===== src/ascii_pkg.sv =====
// shared constants for the ascii module status and init check
package ascii_pkg;
    localparam int WORD_W = 16;
    localparam int IBUF_DEPTH = 8;
    localparam int IBUF_AW = 3;
    // config word first fields
    localparam int CFG1_OPMODE_LSB = 2;
    localparam int CFG1_TXMODE_LSB = 5;
    localparam int CFG1_PARITY_LSB = 12;
    localparam logic [2:0] OPMODE_MAX = 3'h1;
    localparam logic [2:0] TXMODE_MAX = 3'h5;
    localparam logic [2:0] TXMODE_SIMPLEX_WR = 3'h2;
    // config word second fields
    localparam int CFG2_MULTI_BIT = 15;
    // delimiter field of config words three and four
    localparam int DELIM_LSB = 8;
    localparam int DELIM_W = 7;
    localparam logic [6:0] DELIM_FOURTH_DEFAULT = 7'h3a;
    localparam logic [6:0] DELIM_NONE = 7'h00;
    // status word first bit positions
    localparam int SW1_CHAN_ACTIVE = 15;
    localparam int SW1_INIT_ERR = 10;
    localparam int SW1_IBUF_FULL = 3;
    localparam int SW1_IBUF_75 = 2;
    localparam int SW1_IBUF_50 = 1;
    localparam int SW1_IBUF_EMPTY = 0;
    // control word first bit positions
    localparam int CW1_IBUF_CLR = 3;
    // controller register byte offsets
    localparam logic [7:0] OFS_CFG1 = 8'h00;
    localparam logic [7:0] OFS_CFG2 = 8'h04;
    localparam logic [7:0] OFS_CFG3 = 8'h08;
    localparam logic [7:0] OFS_CFG4 = 8'h0c;
    localparam logic [7:0] OFS_INIT_GO = 8'h10;
    localparam logic [7:0] OFS_CTRL = 8'h14;
    localparam logic [7:0] OFS_STATUS1 = 8'h18;
    localparam logic [7:0] OFS_STATUS2 = 8'h1c;
    localparam logic [7:0] OFS_RXDATA = 8'h20;
    localparam logic [7:0] OFS_IRQ_STAT = 8'h24;
    localparam logic [7:0] OFS_IRQ_CLR = 8'h28;
    localparam logic [7:0] OFS_IRQ_EN = 8'h2c;
    localparam int IRQ_W = 3;
    localparam int IRQ_INIT_ERR = 0;
    localparam int IRQ_IBUF_FULL = 1;
    localparam int IRQ_CHAR = 2;
    localparam logic [15:0] RST_WORD = 16'h0000;
endpackage


===== src/ascii_link_if.sv =====
// link between the controller end and the ascii device end
`timescale 1ns/100ps
interface ascii_link_if (
    input wire logic clk_sys,
    input wire logic arst_n
);
    logic init_valid;
    logic [2:0] init_count;
    logic [15:0] cfg_word [4];
    logic [15:0] control_word_first;
    logic char_take;
    logic char_valid;
    logic [7:0] char_data;
    logic [15:0] status_word_first;
    logic [15:0] string_count_status;

    modport dev (
        input init_valid, init_count, cfg_word, control_word_first, char_take,
        output char_valid, char_data, status_word_first, string_count_status
    );
    modport ctl (
        output init_valid, init_count, cfg_word, control_word_first, char_take,
        input char_valid, char_data, status_word_first, string_count_status
    );
endinterface // ascii_link_if


===== src/ascii_dev_end.sv =====
// ascii device end: init check, status words, indicators, input buffer
`timescale 1ns/100ps
// Summary of operation
// strings per transfer as BCD, upper byte
// words per string as BCD, low byte
// bad init field flags error, stops operation
// op mode above 1, tx mode above 5
// string end equals fourth delimiter is error
// fourth unused: string end 3A is error
// all four used: delimiter 00 is error
// init error shows status word X4XX
// parity from first config word bits 12,13
// fault indicator only on hardware fault
// buffer full lit until control clear
// channel active from receive line only
// simplex write ignores receive line
// control lines: full buffer stops sender
// no control lines: full buffer drops characters
// status bit 10 marks init error
// status bit 3 full, control clears when empty
// check every init, hold error until valid
module ascii_dev_end (
    input wire logic clk_sys,
    input wire logic arst_n,
    ascii_link_if.dev link,
    input wire logic rxd_pin,
    input wire logic rx_char_valid,
    input wire logic [7:0] rx_char,
    input wire logic use_ctrl_lines,
    input wire logic hw_fault,
    input wire logic [6:0] strings_per_xfer,
    input wire logic [6:0] words_per_string,
    output logic stop_send,
    output logic [1:0] parity_sel,
    output logic char_dropped,
    output logic led_fault,
    output logic led_buffer_full,
    output logic led_channel_active
);
    // binary 0..99 to two BCD digits
    function automatic logic [7:0] to_bcd(input logic [6:0] v);
        logic [6:0] tens;
        logic [6:0] ones;
        tens = 7'(v / 7'd10);
        ones = 7'(v - 7'(tens * 7'd10));
        return {tens[3:0], ones[3:0]};
    endfunction

    // true if any nibble of a string length is not BCD
    function automatic logic non_bcd(input logic [13:0] v);
        return (v[3:0] > 4'h9) || (v[7:4] > 4'h9) || (v[11:8] > 4'h9);
    endfunction

    logic rxd_meta_r;
    logic rxd_sync_r;
    logic init_err_r;
    logic [15:0] cfg1_r;
    logic [15:0] cfg2_r;
    logic ibuf_full_r;
    logic chan_active_r;
    logic stop_send_r;
    logic dropped_r;
    logic fault_r;
    logic [7:0] mem_r [ascii_pkg::IBUF_DEPTH];
    logic [ascii_pkg::IBUF_AW-1:0] wptr_r;
    logic [ascii_pkg::IBUF_AW-1:0] rptr_r;
    logic [ascii_pkg::IBUF_AW:0] count_r;
    logic [ascii_pkg::IBUF_AW:0] count_nxt;
    logic [15:0] sw1_r;
    logic [15:0] sw2_r;

    localparam int IBUF_DEPTH = ascii_pkg::IBUF_DEPTH;
    localparam logic [ascii_pkg::IBUF_AW:0] CNT_FULL = (ascii_pkg::IBUF_AW+1)'(ascii_pkg::IBUF_DEPTH);
    localparam logic [ascii_pkg::IBUF_AW:0] CNT_HALF = (ascii_pkg::IBUF_AW+1)'(ascii_pkg::IBUF_DEPTH / 2);
    localparam logic [ascii_pkg::IBUF_AW:0] CNT_75 = (ascii_pkg::IBUF_AW+1)'(ascii_pkg::IBUF_DEPTH * 3 / 4);

    // init field decode
    wire [15:0] w1 = link.cfg_word[0];
    wire [15:0] w2 = link.cfg_word[1];
    wire [15:0] w3 = link.cfg_word[2];
    wire [15:0] w4 = link.cfg_word[3];
    wire [2:0] opmode = w1[ascii_pkg::CFG1_OPMODE_LSB +: 3];
    wire [2:0] txmode = w1[ascii_pkg::CFG1_TXMODE_LSB +: 3];
    wire use_w2 = link.init_count >= 3'd2;
    wire use_w3 = link.init_count >= 3'd3;
    wire use_w4 = link.init_count >= 3'd4;
    wire [6:0] eos_delim = use_w3 ? w3[ascii_pkg::DELIM_LSB +: ascii_pkg::DELIM_W] : ascii_pkg::DELIM_NONE;
    wire [6:0] fill_delim = w4[ascii_pkg::DELIM_LSB +: ascii_pkg::DELIM_W];
    // mode ranges
    wire bad_mode = (opmode > ascii_pkg::OPMODE_MAX) || (txmode > ascii_pkg::TXMODE_MAX);
    // delimiters equal
    wire bad_same = use_w3 && use_w4 && (eos_delim == fill_delim);
    // default colon clash
    wire bad_colon = !use_w4 && (eos_delim == ascii_pkg::DELIM_FOURTH_DEFAULT);
    // zero delimiter
    wire bad_zero = use_w4 && (fill_delim == ascii_pkg::DELIM_NONE);
    wire bad_len = use_w2 && non_bcd(w2[13:0]);
    // any bad field
    wire init_bad = bad_mode || bad_same || bad_colon || bad_zero || bad_len;

    // buffer traffic; error stops all storage
    wire cur_simplex_wr = cfg1_r[ascii_pkg::CFG1_TXMODE_LSB +: 3] == ascii_pkg::TXMODE_SIMPLEX_WR;
    wire buf_full = count_r == CNT_FULL;
    wire buf_empty = count_r == '0;
    wire rx_ok = rx_char_valid && !init_err_r && !cur_simplex_wr;
    // full drops
    wire push = rx_ok && !buf_full;
    wire drop = rx_ok && buf_full;
    wire pop = link.char_take && !buf_empty;
    // clear only when empty
    wire full_clr = link.control_word_first[ascii_pkg::CW1_IBUF_CLR] && buf_empty;
    wire multi = cfg2_r[ascii_pkg::CFG2_MULTI_BIT];

    assign count_nxt = count_r + (ascii_pkg::IBUF_AW+1)'(push) - (ascii_pkg::IBUF_AW+1)'(pop);

    // receive line synchroniser
    always_ff @(posedge clk_sys or negedge arst_n) begin
        if (!arst_n) begin
            rxd_meta_r <= 1'b0;
            rxd_sync_r <= 1'b0;
        end else begin
            rxd_meta_r <= rxd_pin;
            rxd_sync_r <= rxd_meta_r;
        end
    end

    // check each init
    always_ff @(posedge clk_sys or negedge arst_n) begin
        if (!arst_n) begin
            init_err_r <= 1'b0;
            cfg1_r <= ascii_pkg::RST_WORD;
            cfg2_r <= ascii_pkg::RST_WORD;
        end else if (link.init_valid) begin
            init_err_r <= init_bad;
            cfg1_r <= w1;
            cfg2_r <= use_w2 ? w2 : ascii_pkg::RST_WORD;
        end
    end

    // input buffer storage
    always_ff @(posedge clk_sys or negedge arst_n) begin
        if (!arst_n) begin
            wptr_r <= '0;
            rptr_r <= '0;
            count_r <= '0;
        end else begin
            if (push) begin
                wptr_r <= wptr_r + 1'b1;
            end
            if (pop) begin
                rptr_r <= rptr_r + 1'b1;
            end
            count_r <= count_nxt;
        end
    end

    always_ff @(posedge clk_sys) begin
        if (push) begin
            mem_r[wptr_r] <= rx_char;
        end
    end

    // sticky full flag
    always_ff @(posedge clk_sys or negedge arst_n) begin
        if (!arst_n) begin
            ibuf_full_r <= 1'b0;
        end else if (count_nxt == CNT_FULL) begin
            ibuf_full_r <= 1'b1;
        end else if (full_clr) begin
            ibuf_full_r <= 1'b0;
        end
    end

    // indicators and line control
    always_ff @(posedge clk_sys or negedge arst_n) begin
        if (!arst_n) begin
            chan_active_r <= 1'b0;
            stop_send_r <= 1'b0;
            dropped_r <= 1'b0;
            fault_r <= 1'b0;
        end else begin
            // receive line only
            // simplex write masked
            chan_active_r <= rxd_sync_r && !cur_simplex_wr;
            // hold off sender
            stop_send_r <= use_ctrl_lines && (count_nxt == CNT_FULL);
            dropped_r <= drop;
            // hardware fault only
            fault_r <= hw_fault;
        end
    end

    // status words
    always_ff @(posedge clk_sys or negedge arst_n) begin
        if (!arst_n) begin
            sw1_r <= ascii_pkg::RST_WORD;
            sw2_r <= ascii_pkg::RST_WORD;
        end else begin
            sw1_r <= ascii_pkg::RST_WORD;
            sw1_r[ascii_pkg::SW1_CHAN_ACTIVE] <= chan_active_r;
            // init error bit
            // reads X4XX
            sw1_r[ascii_pkg::SW1_INIT_ERR] <= init_err_r;
            // full status bit
            sw1_r[ascii_pkg::SW1_IBUF_FULL] <= ibuf_full_r;
            sw1_r[ascii_pkg::SW1_IBUF_75] <= count_r >= CNT_75;
            sw1_r[ascii_pkg::SW1_IBUF_50] <= count_r >= CNT_HALF;
            sw1_r[ascii_pkg::SW1_IBUF_EMPTY] <= buf_empty;
            // strings BCD
            sw2_r[15:8] <= multi ? to_bcd(strings_per_xfer) : 8'h00;
            // words BCD
            sw2_r[7:0] <= to_bcd(words_per_string);
        end
    end

    assign link.char_valid = !buf_empty;
    assign link.char_data = mem_r[rptr_r];
    assign link.status_word_first = sw1_r;
    assign link.string_count_status = sw2_r;
    assign stop_send = stop_send_r;
    // parity select
    assign parity_sel = cfg1_r[ascii_pkg::CFG1_PARITY_LSB +: 2];
    assign char_dropped = dropped_r;
    assign led_fault = fault_r;
    assign led_buffer_full = ibuf_full_r;
    assign led_channel_active = chan_active_r;
endmodule // ascii_dev_end


===== src/flat_wrapper.sv =====
// flat-port wrapper written by rule: the top's interface ports become plain ports
module ascii_dev_end_flat 
  (clk_sys, arst_n, rxd_pin, rx_char_valid, rx_char, use_ctrl_lines, hw_fault, strings_per_xfer, words_per_string, stop_send, parity_sel, char_dropped, led_fault, led_buffer_full, led_channel_active, link_init_valid, link_init_count, link_cfg_word, link_control_word_first, link_char_take, link_char_valid, link_char_data, link_status_word_first, link_string_count_status);
  ascii_link_if link_i (.clk_sys(clk_sys), .arst_n(arst_n));
  input wire logic clk_sys;
  input wire logic arst_n;
  input wire logic rxd_pin;
  input wire logic rx_char_valid;
  input wire logic [7:0] rx_char;
  input wire logic use_ctrl_lines;
  input wire logic hw_fault;
  input wire logic [6:0] strings_per_xfer;
  input wire logic [6:0] words_per_string;
  output logic stop_send;
  output logic [1:0] parity_sel;
  output logic char_dropped;
  output logic led_fault;
  output logic led_buffer_full;
  output logic led_channel_active;
  input wire logic [$bits(link_i.init_valid)-1:0] link_init_valid;
  input wire logic [$bits(link_i.init_count)-1:0] link_init_count;
  input wire logic [$bits(link_i.cfg_word)-1:0] link_cfg_word;
  input wire logic [$bits(link_i.control_word_first)-1:0] link_control_word_first;
  input wire logic [$bits(link_i.char_take)-1:0] link_char_take;
  output wire logic [$bits(link_i.char_valid)-1:0] link_char_valid;
  output wire logic [$bits(link_i.char_data)-1:0] link_char_data;
  output wire logic [$bits(link_i.status_word_first)-1:0] link_status_word_first;
  output wire logic [$bits(link_i.string_count_status)-1:0] link_string_count_status;
  assign link_i.init_valid = link_init_valid;
  assign link_i.init_count = link_init_count;
  assign link_i.cfg_word = {>>{link_cfg_word}};
  assign link_i.control_word_first = link_control_word_first;
  assign link_i.char_take = link_char_take;
  assign link_char_valid = link_i.char_valid;
  assign link_char_data = link_i.char_data;
  assign link_status_word_first = link_i.status_word_first;
  assign link_string_count_status = link_i.string_count_status;
  ascii_dev_end u_core (.clk_sys(clk_sys), .arst_n(arst_n), .link(link_i), .rxd_pin(rxd_pin), .rx_char_valid(rx_char_valid), .rx_char(rx_char), .use_ctrl_lines(use_ctrl_lines), .hw_fault(hw_fault), .strings_per_xfer(strings_per_xfer), .words_per_string(words_per_string), .stop_send(stop_send), .parity_sel(parity_sel), .char_dropped(char_dropped), .led_fault(led_fault), .led_buffer_full(led_buffer_full), .led_channel_active(led_channel_active));
endmodule

===== config.mk =====
export PLATFORM = sky130hd
export DESIGN_NAME = ascii_dev_end_flat
export DESIGN_NICKNAME = d
export VERILOG_FILES = /design/src/ascii_pkg.sv /design/src/ascii_link_if.sv /design/src/ascii_dev_end.sv /design/src/flat_wrapper.sv
export SDC_FILE = /design/constraint.sdc
export NUM_CORES = 1
export LEC_CHECK = 0
export BUFFER_PORTS_ARGS = -buffer_cell sky130_fd_sc_hd__buf_2
export CORE_MARGIN = 1.5
export CORE_UTILIZATION = 36
export CTS_CLUSTER_SIZE = 16
export DETAILED_ROUTE_END_ITERATION = 16
export GPL_TIMING_DRIVEN = 0
export PLACE_DENSITY = 0.57
export SYNTH_ARGS = -nofsm -noshare
export SYNTH_HDL_FRONTEND = slang
export SYNTH_SLANG_ARGS = --single-unit

===== constraint.sdc =====
create_clock -name clk_sys -period 6.07 [get_ports clk_sys]
set_input_delay 0.607 -clock clk_sys [delete_from_list [all_inputs] [get_ports clk_sys]]
set_output_delay 0.607 -clock clk_sys [all_outputs]
set_load 0.005 [all_outputs]

==> flow_summary.toml <==
[die]
die-width_um = 121
fp.dieH_um = 121
start_util = 0.365
ios = 161
core_sq_mm = 0.0138
rows = 43
dieArea_sq_mm = 0.0147

[route]
route.detailed.drc = 0
viasPerCell = 4.76
drtPass1Iterations = 6
antenna_left = 0
wl_per_cell_um = 14.8
vias = 3173
drt_iter0_drc = 187
wirelength_um = 9900

[yosys]
ys_ff_latch = 110
synth_cell_type_count = 51
synth_edf_count = 64
avgSynthCellArea_sq_um = 13.9
syn_area_sq_mm = 0.00503
yosysWarnings = 0
synthCells = 363
ys.flop_type = "edfxtp_1"
synth-seq-area-share = 0.611
async_reset_ff_frac = 0.418

[timing]
fin_crit_sh = 0.535
slew_headroom = 0.303
hold_viol_final = 0
worstMarginPinSlew_ns = 1.04
max_freq_mhz = 308
rsz0062_at_grt = "false"
period_minus_slack_ns = 3.25
fin_ws_ns = 2.82
finClkSkew_ns = 0.00871
finalMaxSlewViolations = 0
holdWs_ns = 0.354
fin_tns_setup_ns = 0
final-setup-viol-count = 0

[global_routing]
grt_pass1_vias = 3185
grt_pass1_wl_um = 15600
grt_max_degree = 47
grtUsageTotal = 0.143
antenna_found_initial = 0
grt.overflow.total = 0

[placement]
hpwlAfterDp_um = 7050
post-place-cells = 651
place.port_buffers = 98
pre_cts_ws_ns = 2.44
dpl_cell_area_sq_mm = 0.00579
gp_congestion = 0.832

[min_path]
hp-class = "in -> reg"

[power_and_ir_drop]
p_leak_nw = 2.54
power_density_mw_per_mm2 = 359
power_mw = 2.19
ir_drop_v = 0.000150

[finish]
final_util = 0.444
final_layout_size_suffix_gt1_frac = 0.351
area_growth_pct = 21.5
final_nets = 612
antenna_cells = 0
layout_common_cells = "buf_2, edfxtp_1, dfrtp_1"
fin_area_sq_mm = 0.00611
fin_cells = 667
final_common_cell = "buf_2"

[worst_setup_path]
critPathRequiredTime_ns = 6.31
rr_worst_depth = 13
cp-end-kind = "flip-flop"
crit_end = "u_core.link.string_count_status[11]"
r2r_slack_ns = 3.28
worstSetupStartpoint = "strings_per_xfer[4]"
rr_endpoint = "u_core.stop_send"
worstSetupStartpointType = "primary input"
cp_max_fo = 7
crit_type = "in -> reg"
crit_arrival_ns = 3.48
r2r-start = "u_core.count_r[1]"

[clocking]
root_buffer = "clkbuf_16"
cts_repair_resize_count = 0
clk_latency_ns = 0.35
cts_buffer_depth = 2
cts_sinks = 110
cts_tree = "done"
clk_pin_slew_ns = 0.07
post_cts.repair.setup_buffers = 0
numCtsBuffers = 9
holdBufCountCts = 0
htree_levels = 3

[flow_run]
maxCapViolCount = 0

[run_status]
status = "finished clean"
==> how the worst min path moves through the flow <==
stage	from	to	cells after the start
CTS	words_per_string[0]	u_core.link.string_count_status[0]	1
detailed placement	u_core.rxd_meta_r	u_core.rxd_sync_r	0
global placement	u_core.rxd_meta_r	u_core.rxd_sync_r	0
finish	words_per_string[0]	u_core.link.string_count_status[0]	1
floorplan	arst_n	u_core.cfg1_r[12]	0
global route	words_per_string[0]	u_core.link.string_count_status[0]	1
==> critical path: stages <==
cell and delay, ns:
buf_2 0.13, and2b_1 0.23, nand2_1 0.09, o211ai_1 0.08, a21oi_1 0.26, inv_1 0.10
ha_1 0.30, nor2b_1 0.17, o21ai_0 0.12, a32o_1 0.23, a21oi_2 0.17, inv_1 0.06
ha_1 0.20, fa_1 0.37, xor2_1 0.19, xnor2_1 0.13, nor2_1 0.05
==> sequential cells by signal, indices dropped and copies added (netlist names) <==
| register | count |
|---|---|
| u_core.wptr_r | 3 |
| u_core.init_err_r | 1 |
| u_core.cfg1_r | 5 |
| u_core.led_buffer_full | 1 |
| u_core.stop_send | 1 |
| u_core.rxd_meta_r | 1 |
| u_core.rxd_sync_r | 1 |
| u_core.cfg2_r | 1 |
| u_core.link.status_word_first | 6 |
| u_core.led_fault | 1 |
| u_core.count_r | 4 |
| u_core.led_channel_active | 1 |
| u_core.mem_r | 64 |
| u_core.link.string_count_status | 16 |
| u_core.rptr_r | 3 |
| u_core.char_dropped | 1 |
==> kinds of logic (layout without fill, tap and decap cells) <==
kind of cell               Yosys count  after routing  synth area share
adders and majority gates           18             18            0.0487
and+or+nand+nor                     88             88            0.0890
buffers and inverters               45            160            0.0477
DFF                                110            110             0.611
xor gates and xnor gates            17             17            0.0296
other                                1             10          0.000745
AOI/OAI and AO/OA                   53             53            0.0681
muxes                               31             31             0.105
==> where the power goes <==
part	internal (mW)	switching (mW)
Clock	0.365	0.265
Combinational	0.332	0.308
Sequential	0.874	0.0482
==> cells in the mapped netlist, drive strengths merged (2+ instances only) <==
library cell / number / share of area
dfrtp: 46 / 0.23
and2b: 2 / 0.0032
nor2b: 7 / 0.010
nand2b: 8 / 0.0099
o211ai: 4 / 0.0060
o21ai: 15 / 0.015
nand2: 21 / 0.016
ha: 14 / 0.035
edfxtp: 64 / 0.38
o22ai: 5 / 0.0062
a21o: 4 / 0.0060
xnor2: 13 / 0.023
nor3: 7 / 0.0070
nor2: 27 / 0.020
mux2: 15 / 0.034
xor2: 4 / 0.0070
fa: 3 / 0.012
mux4: 16 / 0.072
buf: 21 / 0.030
o32ai: 2 / 0.0035
nand4: 2 / 0.0025
a31oi: 5 / 0.0062
inv: 22 / 0.016
nor4b: 2 / 0.0035
a21oi: 10 / 0.011
nor3b: 2 / 0.0030
clkbuf: 2 / 0.0015
and2: 3 / 0.0037
nand3: 2 / 0.0020
==> final cells by class <==
type	instances	area, sq um
timing repair buffer	99	495
clock inverter	6	93.8
buffer	23	158
fill	1308	7660
sequential	110	3070
tap	180	225
multi-input combinational	217	1760
inverter	22	82.6
clock buffer	10	229
==> per-layer routing <==
layer  part of all wire  global-route usage  up-vias  wire length [um]
met3              0.063              0.0456       11               623
met2               0.51               0.247      105              5020
met4             0.0096              0.0441        0                95
met1               0.42               0.170     1532              4160
met5                  0                   0        -                 0
li1                   -                   -     1525                 -
No activity file was read; power rests on OpenSTA's default activity.
